[src/dbmpc_map.svh]
`ifndef DBMPC_MAP_SVH
`define DBMPC_MAP_SVH
// ----------------------------------------------------------------------
// Timing figures and derived cycle counts.
// ----------------------------------------------------------------------
`define DBMPC_CLK_MHZ        40
`define DBMPC_TOFF_NS        25000
`define DBMPC_COD_NS         50
`define DBMPC_BLANK_NS       3000
`define DBMPC_STBY_NS        1000000
// Least times round up to whole cycles.
`define DBMPC_TOFF_CYC       ((`DBMPC_TOFF_NS * `DBMPC_CLK_MHZ + 999) / 1000)
`define DBMPC_COD_CYC        ((`DBMPC_COD_NS * `DBMPC_CLK_MHZ + 999) / 1000)
`define DBMPC_BLANK_CYC      ((`DBMPC_BLANK_NS * `DBMPC_CLK_MHZ + 999) / 1000)
`define DBMPC_STBY_CYC       ((`DBMPC_STBY_NS * `DBMPC_CLK_MHZ + 999) / 1000)
`define DBMPC_CNT_W          16
`endif

[src/dbmpc_pkg.sv]
package dbmpc_pkg;
  // ----------------------------------------------------------------------
  // Bridge command decoded from the two inputs.
  // ----------------------------------------------------------------------
  typedef enum logic [1:0] {
    DBMPC_CMD_COAST,
    DBMPC_CMD_FWD,
    DBMPC_CMD_REV,
    DBMPC_CMD_BRAKE
  } dbmpc_cmd_e;
  // Chopper phases of one bridge.
  typedef enum logic [2:0] {
    DBMPC_PH_IDLE,
    DBMPC_PH_DRIVE,
    DBMPC_PH_FAST,
    DBMPC_PH_DEAD,
    DBMPC_PH_SLOW
  } dbmpc_phase_e;
endpackage : dbmpc_pkg

[src/dbmpc_top.sv]
`timescale 1ns/1ps
`include "dbmpc_map.svh"
// Contract
// - Forward/reverse inputs drive matching output polarity when below trip.
// - Reverse over trip chops the first output, second stays low.
// - Forward over trip keeps first output low, chops the second.
// - Both inputs high brake with both outputs low.
// - Both inputs low put both outputs in high impedance.
// - All four bridge inputs low over 1 ms enter low-power standby.
// - Drive enables diagonal pair; comparator trip turns it off.
// - Output short latches an independent per-bridge fault, outputs off.
// - Fault latch clears only at standby exit or supply cycling.
// - Overtemperature disables all outputs until it recovers with hysteresis.
// - Undervoltage keeps all drivers off.
// - Off-time rectifies synchronously until zero current is seen.
// - Trip gives fast decay half the off-time, then slow decay.
// - Fast-to-slow change forces drivers off for dead time, no rectification.
module dbmpc_top #(
  parameter int STBY_CYC  = `DBMPC_STBY_CYC,
  parameter int TOFF_CYC  = `DBMPC_TOFF_CYC,
  parameter int COD_CYC   = `DBMPC_COD_CYC,
  parameter int BLANK_CYC = `DBMPC_BLANK_CYC
) (
  input  wire logic       clk,
  input  wire logic       rst_n,
  input  wire logic       bridge_a_input_p,
  input  wire logic       bridge_a_input_n,
  input  wire logic       bridge_b_input_p,
  input  wire logic       bridge_b_input_n,
  input  wire logic [1:0] sense_trip,
  input  wire logic [1:0] short_detect,
  input  wire logic [1:0] zero_current,
  input  wire logic       over_temp,
  input  wire logic       load_supply_low,
  output logic            bridge_a_out_p,
  output logic            bridge_a_out_p_oe,
  output logic            bridge_a_out_n,
  output logic            bridge_a_out_n_oe,
  output logic            bridge_b_out_p,
  output logic            bridge_b_out_p_oe,
  output logic            bridge_b_out_n,
  output logic            bridge_b_out_n_oe,
  output logic            standby,
  output logic [1:0]      fault
);
  // ----------------------------------------------------------------------
  // Pin synchronisers; stage one feeds only stage two.
  // ----------------------------------------------------------------------
  localparam int NIN = 12;
  logic [NIN-1:0] raw, s1_reg, s2_reg;
  assign raw = {load_supply_low, over_temp, zero_current, short_detect, sense_trip,
                bridge_b_input_n, bridge_b_input_p, bridge_a_input_n, bridge_a_input_p};
  always_ff @(posedge clk or negedge rst_n) begin
    if (!rst_n) begin
      s1_reg <= '0;
      s2_reg <= '0;
    end else begin
      s1_reg <= raw;
      s2_reg <= s1_reg;
    end
  end

  function automatic dbmpc_pkg::dbmpc_cmd_e decode(input logic p, input logic n);
    decode = dbmpc_pkg::dbmpc_cmd_e'({n, p});
  endfunction : decode

  // ----------------------------------------------------------------------
  // Standby timer: all four bridge inputs low for the timeout enters standby.
  // ----------------------------------------------------------------------
  logic [`DBMPC_CNT_W+4:0] idle_reg, idle_next;
  logic                    stby_reg, stby_next, clr_next, clr_reg;
  logic                    all_low;
  always_comb begin
    all_low   = (s2_reg[3:0] == 4'h0);
    idle_next = idle_reg;
    stby_next = stby_reg;
    if (!all_low) begin
      idle_next = '0;
      stby_next = 1'b0;
    end else if (idle_reg >= ($bits(idle_reg))'(STBY_CYC)) begin
      stby_next = 1'b1;
    end else begin
      idle_next = idle_reg + 1'b1;
    end
    clr_next = stby_reg & ~stby_next;
  end
  always_ff @(posedge clk or negedge rst_n) begin
    if (!rst_n) begin
      idle_reg <= '0;
      stby_reg <= 1'b0;
      clr_reg  <= 1'b0;
    end else begin
      idle_reg <= idle_next;
      stby_reg <= stby_next;
      clr_reg  <= clr_next;
    end
  end
  assign standby = stby_reg;

  // ----------------------------------------------------------------------
  // Two bridges. Recovery after standby is the controller's wait.
  // ----------------------------------------------------------------------
  logic [1:0] op, ope, on, one;
  logic       kill;
  assign kill = s2_reg[10] | s2_reg[11];
  genvar g;
  generate
    for (g = 0; g < 2; g++) begin : g_br
      dbmpc_bridge #(
        .TOFF_CYC  (TOFF_CYC),
        .COD_CYC   (COD_CYC),
        .BLANK_CYC (BLANK_CYC)
      ) u_br (
        .clk       (clk),
        .rst_n     (rst_n),
        .cmd       (decode(s2_reg[2*g], s2_reg[2*g+1])),
        .trip      (s2_reg[4+g]),
        .short_det (s2_reg[6+g]),
        .zero_cur  (s2_reg[8+g]),
        .fault_clr (clr_reg),
        .out_kill  (kill),
        .out_p     (op[g]),
        .out_p_oe  (ope[g]),
        .out_n     (on[g]),
        .out_n_oe  (one[g]),
        .fault     (fault[g])
      );
    end
  endgenerate
  assign bridge_a_out_p    = op[0];
  assign bridge_a_out_p_oe = ope[0];
  assign bridge_a_out_n    = on[0];
  assign bridge_a_out_n_oe = one[0];
  assign bridge_b_out_p    = op[1];
  assign bridge_b_out_p_oe = ope[1];
  assign bridge_b_out_n    = on[1];
  assign bridge_b_out_n_oe = one[1];

  // ----------------------------------------------------------------------
  // Assertions.
  // ----------------------------------------------------------------------
  coast_hiz_a: assert property (@(posedge clk) disable iff (!rst_n)
    s2_reg[1:0] == 2'h0 |=> !bridge_a_out_p_oe && !bridge_a_out_n_oe)
    else $error("Coast did not float bridge a.");
  brake_low_a: assert property (@(posedge clk) disable iff (!rst_n)
    s2_reg[1:0] == 2'h3 |=> !bridge_a_out_p && !bridge_a_out_n)
    else $error("Brake did not drive both low.");
  kill_off_a: assert property (@(posedge clk) disable iff (!rst_n)
    kill |=> !bridge_a_out_p_oe && !bridge_b_out_n_oe)
    else $error("Outputs on during temperature or supply shutdown.");
  uv_off_a: assert property (@(posedge clk) disable iff (!rst_n)
    s2_reg[11] |=> !bridge_b_out_p_oe && !bridge_a_out_n_oe)
    else $error("Outputs on during undervoltage.");
  fault_hold_a: assert property (@(posedge clk) disable iff (!rst_n)
    fault[0] && !clr_reg |=> fault[0])
    else $error("Fault latch dropped without standby exit.");
  fault_off_a: assert property (@(posedge clk) disable iff (!rst_n)
    fault[1] |-> !bridge_b_out_p_oe && !bridge_b_out_n_oe)
    else $error("Faulted bridge still driving.");
  fwd_drive_a: assert property (@(posedge clk) disable iff (!rst_n)
    s2_reg[1:0] == 2'h1 && $stable(s2_reg[1:0]) && !s2_reg[4] && !kill && !fault[0]
    && !s2_reg[6]
    && $past(!s2_reg[4]) && g_br[0].u_br.phase_next == dbmpc_pkg::DBMPC_PH_DRIVE
    |=> bridge_a_out_p && !bridge_a_out_n)
    else $error("Forward drive wrong.");
  stby_enter_a: assert property (@(posedge clk) disable iff (!rst_n)
    !standby && all_low && idle_reg == ($bits(idle_reg))'(STBY_CYC) |=> standby)
    else $error("Standby not entered after timeout.");
  stby_wake_a: assert property (@(posedge clk) disable iff (!rst_n)
    standby && !all_low |=> !standby ##1 !fault[0] && !fault[1])
    else $error("Standby exit did not clear faults.");

  // ----------------------------------------------------------------------
  // Bridge b mirrors of the coast and brake checks.
  // ----------------------------------------------------------------------
  // Bridge b decodes from its own pin pair; a swapped index would hide here.
  coast_hiz_b_a: assert property (@(posedge clk) disable iff (!rst_n)
    s2_reg[3:2] == 2'h0 |=> !bridge_b_out_p_oe && !bridge_b_out_n_oe)
    else $error("Coast did not float bridge b.");
  brake_low_b_a: assert property (@(posedge clk) disable iff (!rst_n)
    s2_reg[3:2] == 2'h3 |=> !bridge_b_out_p && !bridge_b_out_n)
    else $error("Brake did not drive bridge b low.");

  // ----------------------------------------------------------------------
  // Fault latch checks for both bridges.
  // ----------------------------------------------------------------------
  // Set must win over the standby clear, so a short always latches.
  short_latch_a: assert property (@(posedge clk) disable iff (!rst_n)
    s2_reg[6] |=> fault[0])
    else $error("Short on bridge a not latched.");
  short_latch_b_a: assert property (@(posedge clk) disable iff (!rst_n)
    s2_reg[7] |=> fault[1])
    else $error("Short on bridge b not latched.");
  fault_hold_b_a: assert property (@(posedge clk) disable iff (!rst_n)
    fault[1] && !clr_reg |=> fault[1])
    else $error("Fault latch b dropped without standby exit.");
  fault_a_off_a: assert property (@(posedge clk) disable iff (!rst_n)
    fault[0] |-> !bridge_a_out_p_oe && !bridge_a_out_n_oe)
    else $error("Faulted bridge a still driving.");

  // ----------------------------------------------------------------------
  // Standby checks.
  // ----------------------------------------------------------------------
  // Standby is only reached from coast, so every driver must be floating.
  stby_float_a: assert property (@(posedge clk) disable iff (!rst_n)
    standby |-> !bridge_a_out_p_oe && !bridge_a_out_n_oe
    && !bridge_b_out_p_oe && !bridge_b_out_n_oe)
    else $error("Driver enabled in standby.");
  stby_leave_a: assert property (@(posedge clk) disable iff (!rst_n)
    !all_low |=> !standby)
    else $error("Standby held with an input high.");
  cv_stby_c: cover property (@(posedge clk) disable iff (!rst_n) $rose(standby));
  cv_fault_c: cover property (@(posedge clk) disable iff (!rst_n) $rose(fault[0]));
  cv_chop_c: cover property (@(posedge clk) disable iff (!rst_n)
    g_br[0].u_br.phase_reg == dbmpc_pkg::DBMPC_PH_SLOW);
  // Wake from standby and a chop on bridge b are the other main paths.
  cv_wake_c: cover property (@(posedge clk) disable iff (!rst_n) $fell(standby));
  cv_chop_b_c: cover property (@(posedge clk) disable iff (!rst_n)
    g_br[1].u_br.phase_reg == dbmpc_pkg::DBMPC_PH_FAST);
endmodule : dbmpc_top

[src/dbmpc_bridge.sv]
`timescale 1ns/1ps
`include "dbmpc_map.svh"
module dbmpc_bridge #(
  parameter int TOFF_CYC  = `DBMPC_TOFF_CYC,
  parameter int COD_CYC   = `DBMPC_COD_CYC,
  parameter int BLANK_CYC = `DBMPC_BLANK_CYC
) (
  input  wire logic               clk,
  input  wire logic               rst_n,
  input  wire dbmpc_pkg::dbmpc_cmd_e cmd,
  input  wire logic               trip,
  input  wire logic               short_det,
  input  wire logic               zero_cur,
  input  wire logic               fault_clr,
  input  wire logic               out_kill,
  output logic                    out_p,
  output logic                    out_p_oe,
  output logic                    out_n,
  output logic                    out_n_oe,
  output logic                    fault
);
  dbmpc_pkg::dbmpc_phase_e phase_reg, phase_next;
  logic [`DBMPC_CNT_W-1:0] cnt_reg, cnt_next;
  logic                    fault_reg, fault_next;
  logic                    rect_reg, rect_next;
  logic                    out_p_next, out_n_next, oe_p_next, oe_n_next;
  logic                    fwd;

  // ----------------------------------------------------------------------
  // Chopper: drive, half off-time fast decay, dead time, slow decay.
  // ----------------------------------------------------------------------
  always_comb begin
    fwd        = (cmd == dbmpc_pkg::DBMPC_CMD_FWD);
    phase_next = phase_reg;
    cnt_next   = (cnt_reg != '0) ? cnt_reg - 1'b1 : cnt_reg;
    rect_next  = rect_reg;
    // Latched short fault; only standby exit or supply reset clears it.
    fault_next = (fault_reg | short_det) & ~fault_clr;
    // A short that is still present at the clear keeps the latch set.
    if (short_det) begin
      fault_next = 1'b1;
    end
    case (phase_reg)
      dbmpc_pkg::DBMPC_PH_IDLE: begin
        if (fwd || cmd == dbmpc_pkg::DBMPC_CMD_REV) begin
          phase_next = dbmpc_pkg::DBMPC_PH_DRIVE;
          cnt_next   = `DBMPC_CNT_W'(BLANK_CYC);
        end
      end
      dbmpc_pkg::DBMPC_PH_DRIVE: begin
        // Comparator ignored while blanking runs out; ringing would trip it.
        if (!(fwd || cmd == dbmpc_pkg::DBMPC_CMD_REV)) begin
          phase_next = dbmpc_pkg::DBMPC_PH_IDLE;
        end else if (trip && cnt_reg == '0) begin
          phase_next = dbmpc_pkg::DBMPC_PH_FAST;
          // Loads are one short because the terminal count of zero is a cycle too.
          cnt_next   = `DBMPC_CNT_W'(TOFF_CYC / 2 - 1);
          rect_next  = 1'b1;
        end
      end
      dbmpc_pkg::DBMPC_PH_FAST: begin
        if (zero_cur) rect_next = 1'b0;
        if (cnt_reg == '0) begin
          phase_next = dbmpc_pkg::DBMPC_PH_DEAD;
          cnt_next   = `DBMPC_CNT_W'(COD_CYC - 1);
        end
      end
      dbmpc_pkg::DBMPC_PH_DEAD: begin
        if (cnt_reg == '0) begin
          phase_next = dbmpc_pkg::DBMPC_PH_SLOW;
          cnt_next   = `DBMPC_CNT_W'(TOFF_CYC - TOFF_CYC / 2 - COD_CYC - 1);
        end
      end
      dbmpc_pkg::DBMPC_PH_SLOW: begin
        if (zero_cur) rect_next = 1'b0;
        if (cnt_reg == '0) begin
          phase_next = dbmpc_pkg::DBMPC_PH_IDLE;
          rect_next  = 1'b0;
        end
      end
      default: phase_next = dbmpc_pkg::DBMPC_PH_IDLE;
    endcase
    if (cmd == dbmpc_pkg::DBMPC_CMD_COAST || cmd == dbmpc_pkg::DBMPC_CMD_BRAKE) begin
      phase_next = dbmpc_pkg::DBMPC_PH_IDLE;
      rect_next  = 1'b0;
    end
  end

  // ----------------------------------------------------------------------
  // Output levels per command and phase.
  // ----------------------------------------------------------------------
  always_comb begin
    out_p_next = 1'b0;
    out_n_next = 1'b0;
    oe_p_next  = 1'b1;
    oe_n_next  = 1'b1;
    case (cmd)
      dbmpc_pkg::DBMPC_CMD_COAST: begin
        oe_p_next = 1'b0;
        oe_n_next = 1'b0;
      end
      dbmpc_pkg::DBMPC_CMD_BRAKE: ; // Both low.
      default: begin
        case (phase_next)
          dbmpc_pkg::DBMPC_PH_FAST: begin
            // Fast decay: opposite diagonal; the low side is enabled only while rectifying.
            out_p_next = ~fwd;
            out_n_next = fwd;
            oe_p_next  = rect_next | ~fwd;
            oe_n_next  = rect_next | fwd;
          end
          dbmpc_pkg::DBMPC_PH_DEAD: begin
            oe_p_next = 1'b0;
            oe_n_next = 1'b0;
          end
          dbmpc_pkg::DBMPC_PH_SLOW: begin
            // Slow decay: both low; the chopping terminal stays low.
            oe_p_next = rect_next | ~fwd;
            oe_n_next = rect_next | fwd;
          end
          default: begin
            out_p_next = fwd;
            out_n_next = ~fwd;
          end
        endcase
      end
    endcase
    if (fault_next || out_kill) begin
      oe_p_next  = 1'b0;
      oe_n_next  = 1'b0;
      out_p_next = 1'b0;
      out_n_next = 1'b0;
    end
  end

  // Registers for phase, timer, fault and outputs.
  always_ff @(posedge clk or negedge rst_n) begin
    if (!rst_n) begin
      phase_reg <= dbmpc_pkg::DBMPC_PH_IDLE;
      cnt_reg   <= '0;
      fault_reg <= 1'b0;
      rect_reg  <= 1'b0;
      out_p     <= 1'b0;
      out_n     <= 1'b0;
      out_p_oe  <= 1'b0;
      out_n_oe  <= 1'b0;
    end else begin
      phase_reg <= phase_next;
      cnt_reg   <= cnt_next;
      fault_reg <= fault_next;
      rect_reg  <= rect_next;
      out_p     <= out_p_next;
      out_n     <= out_n_next;
      out_p_oe  <= oe_p_next;
      out_n_oe  <= oe_n_next;
    end
  end
  assign fault = fault_reg;

  dead_off_a: assert property (@(posedge clk) disable iff (!rst_n)
    phase_reg == dbmpc_pkg::DBMPC_PH_DEAD |-> !out_p_oe && !out_n_oe)
    else $error("Driver on during dead time.");
endmodule : dbmpc_bridge

[config.mk]
export PLATFORM = sky130hd
export DESIGN_NAME = dbmpc_top
export DESIGN_NICKNAME = d
export VERILOG_FILES = /design/src/dbmpc_pkg.sv /design/src/dbmpc_top.sv /design/src/dbmpc_bridge.sv
export VERILOG_INCLUDE_DIRS = /design/src /design/src/src
export SDC_FILE = /design/constraint.sdc
export NUM_CORES = 1
export LEC_CHECK = 0
export BUFFER_PORTS_ARGS = -buffer_cell sky130_fd_sc_hd__clkbuf_2
export CAP_MARGIN = 20
export CORE_ASPECT_RATIO = 0.6
export CORE_MARGIN = 10
export CORE_UTILIZATION = 40
export DETAILED_ROUTE_END_ITERATION = 8
export GPL_TIMING_DRIVEN = 0
export HOLD_SLACK_MARGIN = 0.1
export PLACE_DENSITY = 0.6
export SKIP_CTS_REPAIR_TIMING = 1
export SLEW_MARGIN = 20
export SYNTH_ARGS = -nofsm -noshare
export SYNTH_HDL_FRONTEND = slang
export SYNTH_HIERARCHICAL = 1
export SYNTH_SLANG_ARGS = --single-unit
[constraint.sdc]
create_clock -name clk -period 2.8 [get_ports clk]
set_input_delay 0.7 -clock clk [delete_from_list [all_inputs] [get_ports clk]]
set_output_delay 0.7 -clock clk [all_outputs]
set_load 0.02 [all_outputs]
==> results_dict.tcl, run 1 <==
set metrics [dict create \
    clockBufferDepth 2 \
    postPlaceCellArea_um2 5146 \
    min_path_type "in -> async" \
    via_per_inst 5.478 \
    max_stage_delay_ns 0.64 \
    seqCellArea_um2 2427 \
    ir_worst_vdd_mv 0.2931 \
    synth_top_area_share 0.5075 \
    crit_chain "inv_1 -> ha_1 -> nor4b_2 -> nand4_1 -> a2111oi_1 -> o21bai_1 -> nand2_1" \
    drt-initial-drc-count 329 \
    async_flop_share 1.000 \
    floorplan.initialDensity 0.4164 \
    start_kind "register" \
    drive_gt1_frac 0.1311 \
    period_share 0.9090 \
    multi_input_area_um2 2201 \
    critPathRequiredTime_ns 3.03 \
    firstDrtPassIters 5 \
    die_w_um 161.2 \
    clkSinkCount 97 \
    ys_seq_elements 97 \
    tightest_slew_ns 0.7408 \
    drv_slew 0 \
    drc 0 \
    layout_setup_ws_ns 0.2547 \
    setup-violations-final 0 \
    r2r_start "g_br[1].u_br/cnt_reg[0]$_DFF_PN0_" \
    total_leakage_power_nw 2.287 \
    powerDensity_nw_per_um2 637.3 \
    rr_worst_depth 7 \
    insertedDiodeCount 0 \
    synth_area_um2 4783 \
    synth.avg_cell_area_um2 10.18 \
    place_congestion 0.8855 \
    grt_pass1_vias 3547 \
    final_net_count 532 \
    ys_seq_area_frac 0.5075 \
    routed_wirelength_mm 10.67 \
    dp_hpwl_mm 7.716 \
    ys.flop_type "dfrtp_1" \
    finalCriticalPeriod_ns 2.545 \
    std_cell_rows 30 \
    vias 3676 \
    outcome "finished, final reports clean" \
    wl_per_cell_um 15.90 \
    largest_register_ffs 32 \
    clkLatencyLatePin_ns 0.34 \
    num_io_pins 25 \
    track_usage 0.1308 \
    htree_num_levels 3 \
    detail-route-antenna-nets 0 \
    final_area_um2 5499 \
    dieArea_um2 16880 \
    max_freq_ghz 0.3929 \
    tritoncts "built" \
    tns_ns 0 \
    grt_max_degree 64 \
    hold_viol 0 \
    grt_pass1_wl_mm 18.33 \
    syn_inst 470 \
    r2r_slack_ns 0.25 \
    synth.largest_area_cell "dfrtp_1" \
    end_kind "register" \
    synth_area_leaders "dfrtp_1, xnor2_1, ha_1" \
    worst_r2r_endpoint "g_br[1].u_br/cnt_reg[7]$_DFF_PN0_" \
    drv_cap 0 \
    antenna_found_initial 0 \
    yosysUniqueCellTypes 49 \
    n_fill_cell 1097 \
    post-place-ws_ns 0.2177 \
    grt.overflow.total 0 \
    synth_fp_nets 496 \
    yosys_warnings 6 \
    clk_pin_slew_ns 0.06 \
    skew_ns 0.006813 \
    numPortBuffers 24 \
    rsz0062_at_grt "false" \
    area_delta_synth_final_pct 14.96 \
    synth_edf_count 0 \
    crit_path_top_delay_cell "a2111oi_1" \
    path_class "reg -> reg" \
    tritoncts.num_buffers 9 \
    die_y_um 104.7 \
    relSlewSlack 0.5020 \
    ctsRootBufferMaster "clkbuf_16" \
    core_area_um2 11490 \
    critPathMaxFanout 7 \
    arrival_ns 2.77 \
]
-- critical path: cells and delay by family (launching register included) --
family | cells | cell delay (ns)
and+or+nand+nor | 3 | 0.83
DFF | 1 | 0.45
AOI/OAI and AO/OA | 2 | 0.83
buffers and inverters | 1 | 0.13
adders and majority gates | 1 | 0.19
-- power breakdown --
group	internal (mW)	total (mW)	switching, mW
Combinational	0.175	0.455	0.280
Clock	0.901	1.44	0.537
Sequential	1.49	1.61	0.121
Total	2.57	3.50	0.938
-- kinds of logic (layout without fill, tap and decap cells) --
logic type,Yosys count,count (layout),share of synthesized area
buf+inv,39,80,0.03400
simple gates,193,193,0.2409
flops,97,97,0.5075
xor+xnor,26,26,0.04760
fa+ha+maj,12,12,0.03139
compound gates,100,100,0.1324
mux,3,3,0.006278
-- cell type report --
| class | count | share of cell area |
|---|---|---|
| Sequential cell | 97 | 0.4414 |
| Multi-Input combinational cell | 334 | 0.4002 |
| Clock buffer | 10 | 0.04346 |
| Tap cell | 160 | 0.03641 |
| Timing Repair Buffer | 25 | 0.02844 |
| Clock inverter | 6 | 0.02048 |
| Buffer | 18 | 0.01524 |
| Inverter | 21 | 0.01433 |
-- routing by layer --
| layer | part of all wire | global-route usage |
|---|---|---|
| met1 | 0.54 | 0.2018 |
| met2 | 0.40 | 0.1687 |
| met3 | 0.053 | 0.03683 |
| met4 | 0.0091 | 0.03816 |
| met5 | 0 | 0 |
-- placed cells by master (no fill, tap or decap), types with 4 or more instances in the layout --
cell type  count
a21boi_0       4
a21o_1         4
a21oi_1       29
a31oi_1        5
and2_1         6
and3_1         5
clkbuf_1      14
clkbuf_16      9
clkbuf_2      23
dfrtp_1       97
ha_1          12
inv_1         21
nand2_1       28
nand2b_1       9
nand3_1       13
nand4_1        9
nor2_1        40
nor3_1        22
nor4_1        11
nor4_4         5
o21ai_0       24
o22ai_1        4
o31ai_1       14
or3_1         11
or4_1         13
xnor2_1       22
xor2_1         4
-- worst max-delay path by stage --
stage	end	slack, ns	startpoint	depth (start not counted)
after floorplan	g_br[0].u_br/out_p_oe$_DFF_PN0_	0.89	g_br[0].u_br/cnt_reg[1]$_DFF_PN0_	8
after global placement	g_br[0].u_br/cnt_reg[11]$_DFF_PN0_	-0.19	rst_n	1
after detailed placement	g_br[1].u_br/cnt_reg[7]$_DFF_PN0_	0.22	g_br[1].u_br/cnt_reg[0]$_DFF_PN0_	7
after CTS	g_br[1].u_br/cnt_reg[7]$_DFF_PN0_	0.17	g_br[1].u_br/cnt_reg[0]$_DFF_PN0_	7
after global routing	g_br[1].u_br/cnt_reg[7]$_DFF_PN0_	0.08	g_br[1].u_br/cnt_reg[0]$_DFF_PN0_	7
final	g_br[1].u_br/cnt_reg[7]$_DFF_PN0_	0.25	g_br[1].u_br/cnt_reg[0]$_DFF_PN0_	7
-- cell usage after synthesis, types with 3 or more instances --
library cell  instances
dfrtp_1              97
nor2_1               40
a21oi_1              29
nand2_1              28
o21ai_0              24
nor3_1               22
xnor2_1              22
inv_1                21
clkbuf_1             14
o31ai_1              14
nand3_1              13
or4_1                13
ha_1                 12
nor4_1               12
or3_1                11
nand2b_1              9
nand4_1               9
and2_1                6
a31oi_1               5
and3_1                5
nor4_4                5
a21boi_0              4
a21o_1                4
o22ai_1               4
xor2_1                4
and4_1                3
mux2i_1               3
or4_4                 3
-- metrics by stage --
step | hold slack [ns] | utilization | std cells | power (mW)
2_1_floorplan | 0.3312 | - | 470 | 1.930
3_3_place_gp | 0.3312 | 0.4443 | 654 | 2.061
3_5_place_dp | 0.3364 | 0.4480 | 655 | 2.085
4_1_cts | 0.2571 | 0.4786 | 671 | 3.535
5_1_grt | 0.2588 | 0.4788 | 671 | 3.679
6_report | 0.2514 | 0.4788 | 671 | 3.504
No activity file was read; power rests on OpenSTA's default activity.
==> inputs of run 2 (changes only) <==
--- a/config.mk
+++ b/config.mk
@@ -14,7 +14,7 @@
 export DETAILED_ROUTE_END_ITERATION = 8
 export GPL_TIMING_DRIVEN = 0
 export HOLD_SLACK_MARGIN = 0.1
-export PLACE_DENSITY = 0.6
+export PLACE_DENSITY = 0.67
 export SKIP_CTS_REPAIR_TIMING = 1
 export SLEW_MARGIN = 20
 export SYNTH_ARGS = -nofsm -noshare
==> run 2 against run 1 <==
- combinational power fell by 2%
- worst hold slack improved by 0.018 ns
- non-clock buffer count did not move
- final cell count did not move
- total power fell by 3.9%
- critical path depth did not move
- utilization fell by 0.27 points
- final area fell by 0.57%
- worst setup slack improved by 0.051 ns
- clock skew barely moved
- sequential power barely moved
==> results_dict.tcl, run 2 (synthesis results as in run 1) <==
set metrics [dict create \
    place_congestion 0.8647 \
    hold_viol 0 \
    drive_gt1_frac 0.1292 \
    floorplan.initialDensity 0.4164 \
    crit_start "g_br[1].u_br/cnt_reg[0]$_DFF_PN0_" \
    skew_ns 0.006382 \
    finalNonFillerCells 671 \
    detail-route-antenna-nets 0 \
    tritoncts.num_buffers 9 \
    final_area_um2 5468 \
    r2r_slack_ns 0.31 \
    drv_slew 0 \
    numPortBuffers 24 \
    n_fill_cell 1062 \
    layout_setup_ws_ns 0.3061 \
    min_path_type "in -> async" \
    core_area_um2 11490 \
    die_w_um 161.2 \
    grt_pass1_wl_mm 17.60 \
    dieArea_um2 16880 \
    grt.overflow.total 0 \
    worst_r2r_endpoint "g_br[1].u_br/cnt_reg[7]$_DFF_PN0_" \
    path_buf_inv 1 \
    tns_ns 0 \
    area_delta_synth_final_pct 14.31 \
    critPathRequiredTime_ns 3.03 \
    tritoncts "built" \
    power_switching_mw 0.8983 \
    setup-violations-final 0 \
    std_cell_rows 30 \
    outcome "finished, final reports clean" \
    clockBufferDepth 2 \
    drv_cap 0 \
    combPwrFrac 0.132 \
    via_per_inst 5.480 \
    ctsRootBufferMaster "clkbuf_16" \
    tightest_slew_ns 0.7116 \
    period_share 0.8907 \
    wl_per_cell_um 15.55 \
    post-route-util 0.4760 \
    path_class "reg -> reg" \
    powerDensity_nw_per_um2 616.1 \
    largest_register_ffs 32 \
    dp_hpwl_mm 7.511 \
    final_net_count 532 \
    grt_max_degree 59 \
    r2r_start "g_br[1].u_br/cnt_reg[0]$_DFF_PN0_" \
    track_usage 0.1257 \
    rsz0062_at_grt "false" \
    swShare 0.2667 \
    htree_num_levels 3 \
    grt_pass1_vias 3469 \
    arrival_ns 2.72 \
    max_stage_delay_ns 0.67 \
    vias 3677 \
    internal_power_mw 2.471 \
    crit_path_top_delay_cell "a2111oi_0" \
    final_common_cell "dfrtp_1" \
    total_leakage_power_nw 2.273 \
    p_clk_frac 0.389 \
    rr_worst_depth 7 \
    start_kind "register" \
    dp.cells 655 \
    ir_worst_vdd_mv 0.2458 \
    clkLatencyLatePin_ns 0.34 \
    insertedDiodeCount 0 \
    finalCriticalPeriod_ns 2.494 \
    routed_wirelength_mm 10.44 \
    mostFrequentLayoutCells "dfrtp_1, nor2_1, a21oi_1, nand2_1, o21ai_0" \
    postPlaceCellArea_um2 5140 \
    firstDrtPassIters 5 \
    num_io_pins 25 \
    seq_power_share 0.479 \
    drc 0 \
    crit_chain "inv_1 -> ha_1 -> nor4b_2 -> nand4_1 -> a2111oi_0 -> o21bai_1 -> nand2_1" \
    end_kind "register" \
    clkSinkCount 97 \
    max_freq_ghz 0.4010 \
    clk_pin_slew_ns 0.07 \
    critPathMaxFanout 7 \
    die_y_um 104.7 \
    post-place-ws_ns 0.4039 \
    antenna_found_initial 0 \
    relSlewSlack 0.5216 \
    path_delay_family "compound AO/OA/AOI/OAI gates" \
    drt-initial-drc-count 227 \
]
run 2: cell types whose count changed in the layout (fill, tap and decap cells not counted), sizes merged:
cell,before,now
clkbuf,48,49
clkinv,2,3
inv,22,21
bufinv,3,2
run 2: worst max-delay path by stage:
stage                                   endpoint  slack (ns)  cells past startpoint
2_1_floorplan    g_br[0].u_br/out_p_oe$_DFF_PN0_        0.89                      8
3_3_place_gp   g_br[0].u_br/cnt_reg[4]$_DFF_PN0_       -0.18                      1
3_5_place_dp   g_br[1].u_br/cnt_reg[7]$_DFF_PN0_        0.40                      7
4_1_cts        g_br[1].u_br/cnt_reg[7]$_DFF_PN0_        0.33                      7
5_1_grt        g_br[1].u_br/cnt_reg[7]$_DFF_PN0_        0.09                      7
6_report       g_br[1].u_br/cnt_reg[7]$_DFF_PN0_        0.31                      7
run 2: power by group through the flow:
stage | clock network (mW) | registers [mW] | logic, mW
after floorplan | 0 | 1.60 | 0.325
after global placement | 0 | 1.63 | 0.423
after detailed placement | 0 | 1.63 | 0.441
after CTS | 1.35 | 1.61 | 0.445
after global routing | 1.41 | 1.63 | 0.514
final | 1.31 | 1.61 | 0.446
run 2: metal layers:
| layer | vias up | GRT usage | part of all wire |
|---|---|---|---|
| met5 | - | 0 | 0 |
| li1 | 1780 | - | - |
| met3 | 10 | 0.03683 | 0.049 |
| met4 | 0 | 0.03558 | 0.0095 |
| met1 | 1787 | 0.1841 | 0.52 |
| met2 | 100 | 0.1737 | 0.42 |
run 2: layout make-up:
class / instances / area, um^2 / share of cell area
buffer: 18 / 83.83 / 0.01533
clock buffer: 11 / 242.7 / 0.04439
clock inverter: 5 / 78.83 / 0.01442
inverter: 21 / 78.83 / 0.01442
multi-input combinational: 334 / 2200 / 0.4023
sequential: 97 / 2427 / 0.4439
tap: 160 / 200.2 / 0.03661
timing repair buffer: 25 / 156.4 / 0.02860
run 2: metrics by stage:
| step | total power, mW | hold slack [ns] |
|---|---|---|
| 6_report | 3.369 | 0.2690 |
| 3_3_place_gp | 2.056 | 0.3338 |
| 2_1_floorplan | 1.930 | 0.3312 |
| 4_1_cts | 3.403 | 0.2775 |
| 3_5_place_dp | 2.076 | 0.3371 |
| 5_1_grt | 3.551 | 0.2885 |
==> inputs of run 3 (changes only) <==
--- a/config.mk
+++ b/config.mk
@@ -6,7 +6,7 @@
 export SDC_FILE = /design/constraint.sdc
 export NUM_CORES = 1
 export LEC_CHECK = 0
-export BUFFER_PORTS_ARGS = -buffer_cell sky130_fd_sc_hd__clkbuf_2
+export BUFFER_PORTS_ARGS = -buffer_cell sky130_fd_sc_hd__buf_2
 export CAP_MARGIN = 20
 export CORE_ASPECT_RATIO = 0.6
 export CORE_MARGIN = 10
==> run 3 against run 2 <==
- routed wire length shrank 2.9%
- first-iteration DRC count grew 4.0%
- utilization shrank 0.35 points
- critical endpoint unchanged
- register-to-register slack gained 0.07 ns
- clock-buffer cell count grew 1
- via count shrank 1.2%
- global-route usage shrank 0.052 points
- die area is the same
- final area shrank 0.73%
==> results_dict.tcl, run 3 (synthesis results as in run 1) <==
set metrics [dict create \
    finalCriticalPeriod_ns 2.425 \
    outcome "finished, final reports clean" \
    drive_gt1_frac 0.1292 \
    final_net_count 532 \
    setup-violations-final 0 \
    core_area_um2 11490 \
    largest_register_ffs 32 \
    critPathRequiredTime_ns 3.03 \
    dp_hpwl_mm 7.457 \
    mostFrequentLayoutCells "dfrtp_1, nor2_1, a21oi_1, nand2_1" \
    htree_num_levels 3 \
    rr_worst_depth 7 \
    grt_pass1_vias 3619 \
    die_y_um 104.7 \
    firstDrtPassIters 4 \
    via_per_inst 5.413 \
    period_share 0.8662 \
    end_kind "register" \
    max_freq_ghz 0.4123 \
    grt.overflow.total 0 \
    r2r_start "g_br[1].u_br/cnt_reg[0]$_DFF_PN0_" \
    clockBufferDepth 2 \
    skew_ns 0.008668 \
    start_kind "register" \
    drt-initial-drc-count 236 \
    grt_pass1_wl_mm 17.93 \
    floorplan.initialDensity 0.4164 \
    num_io_pins 25 \
    final_common_cell "dfrtp_1" \
    r2r_slack_ns 0.37 \
    clk_pin_slew_ns 0.07 \
    drc 0 \
    area_delta_synth_final_pct 13.47 \
    arrival_ns 2.65 \
    routed_wirelength_mm 10.14 \
    rsz0062_at_grt "false" \
    wl_per_cell_um 15.11 \
    dieArea_um2 16880 \
    min_path_type "in -> async" \
    drv_cap 0 \
    detail-route-antenna-nets 0 \
    antenna_found_initial 0 \
    post-place-ws_ns 0.4875 \
    layout_setup_ws_ns 0.3746 \
    relSlewSlack 0.5350 \
    postPlaceCellArea_um2 5137 \
    tritoncts "built" \
    numPortBuffers 24 \
    powerDensity_nw_per_um2 591.8 \
    ir_worst_vdd_mv 0.2550 \
    critPathMaxFanout 7 \
    std_cell_rows 30 \
    path_class "reg -> reg" \
    tns_ns 0 \
    track_usage 0.1252 \
    ctsRootBufferMaster "clkbuf_16" \
    worst_r2r_endpoint "g_br[1].u_br/cnt_reg[7]$_DFF_PN0_" \
    vias 3632 \
    tightest_slew_ns 0.6917 \
    total_leakage_power_nw 2.247 \
    hold_viol 0 \
    die_w_um 161.2 \
    clkSinkCount 97 \
    grt_max_degree 54 \
    tritoncts.num_buffers 9 \
    place_congestion 0.8612 \
    insertedDiodeCount 0 \
    drv_slew 0 \
    final_area_um2 5428 \
    clkLatencyLatePin_ns 0.34 \
]
-- run 3: changes by cell type in the layout (fill, tap and decap cells not counted), sizes merged --
cell,before,now
buf,5,29
clkinvlp,0,3
clkbuf,49,26
clkinv,3,1
bufinv,2,0
-- run 3: where the power goes --
part	switching [mW]	leakage, nW	internal, mW
sequential	0.123	1.24	1.49
combinational	0.275	0.876	0.174
clock	0.500	0.131	0.649
-- run 3: per-layer routing --
metal | share of wire | routed length, um | track usage | up-vias
li1 | - | - | - | 1783
met1 | 0.52 | 5242 | 0.1855 | 1760
met4 | 0.0077 | 78 | 0.03364 | 0
met5 | 0 | 0 | 0 | -
met3 | 0.054 | 552 | 0.03644 | 7
met2 | 0.42 | 4263 | 0.1713 | 82
-- run 3: worst max-delay path: stages (launching register included) --
cell and delay (ns):
dfrtp_1 0.45, inv_1 0.13, ha_1 0.15, nor4b_2 0.35, nand4_1 0.36, a2111oi_0 0.62, o21bai_1 0.19, nand2_1 0.07
-- run 3: area by class of cell --
type                            instances  area, um^2
Buffer                                 18       83.83
Clock buffer                           12       256.5
Clock inverter                          4       27.53
Fill cell                            1059        6058
Inverter                               21       78.83
Multi-Input combinational cell        334        2200
Sequential cell                        97        2427
Tap cell                              160       200.2
Timing Repair Buffer                   25       153.9
-- run 3: stage by stage --
step / power, mW / utilization / hold WS (ns) / cells
floorplan: 1.930 / - / 0.3312 / 470
global placement: 2.058 / 0.4443 / 0.3350 / 654
detailed placement: 2.083 / 0.4473 / 0.3358 / 655
CTS: 3.253 / 0.4720 / 0.2877 / 671
global route: 3.406 / 0.4725 / 0.3009 / 671
finish: 3.212 / 0.4725 / 0.2812 / 671
-- run 3: worst max-delay path by stage --
stage / startpoint / to / slack, ns / depth (start not counted)
6_report: g_br[1].u_br/cnt_reg[0]$_DFF_PN0_ / g_br[1].u_br/cnt_reg[7]$_DFF_PN0_ / 0.37 / 7
5_1_grt: g_br[1].u_br/cnt_reg[1]$_DFF_PN0_ / g_br[1].u_br/cnt_reg[7]$_DFF_PN0_ / 0.16 / 7
4_1_cts: g_br[1].u_br/cnt_reg[0]$_DFF_PN0_ / g_br[1].u_br/cnt_reg[7]$_DFF_PN0_ / 0.43 / 7
3_5_place_dp: g_br[1].u_br/cnt_reg[0]$_DFF_PN0_ / g_br[1].u_br/cnt_reg[7]$_DFF_PN0_ / 0.49 / 7
3_3_place_gp: rst_n / g_br[0].u_br/cnt_reg[4]$_DFF_PN0_ / 0.04 / 1
2_1_floorplan: g_br[0].u_br/cnt_reg[1]$_DFF_PN0_ / g_br[0].u_br/out_p_oe$_DFF_PN0_ / 0.89 / 8
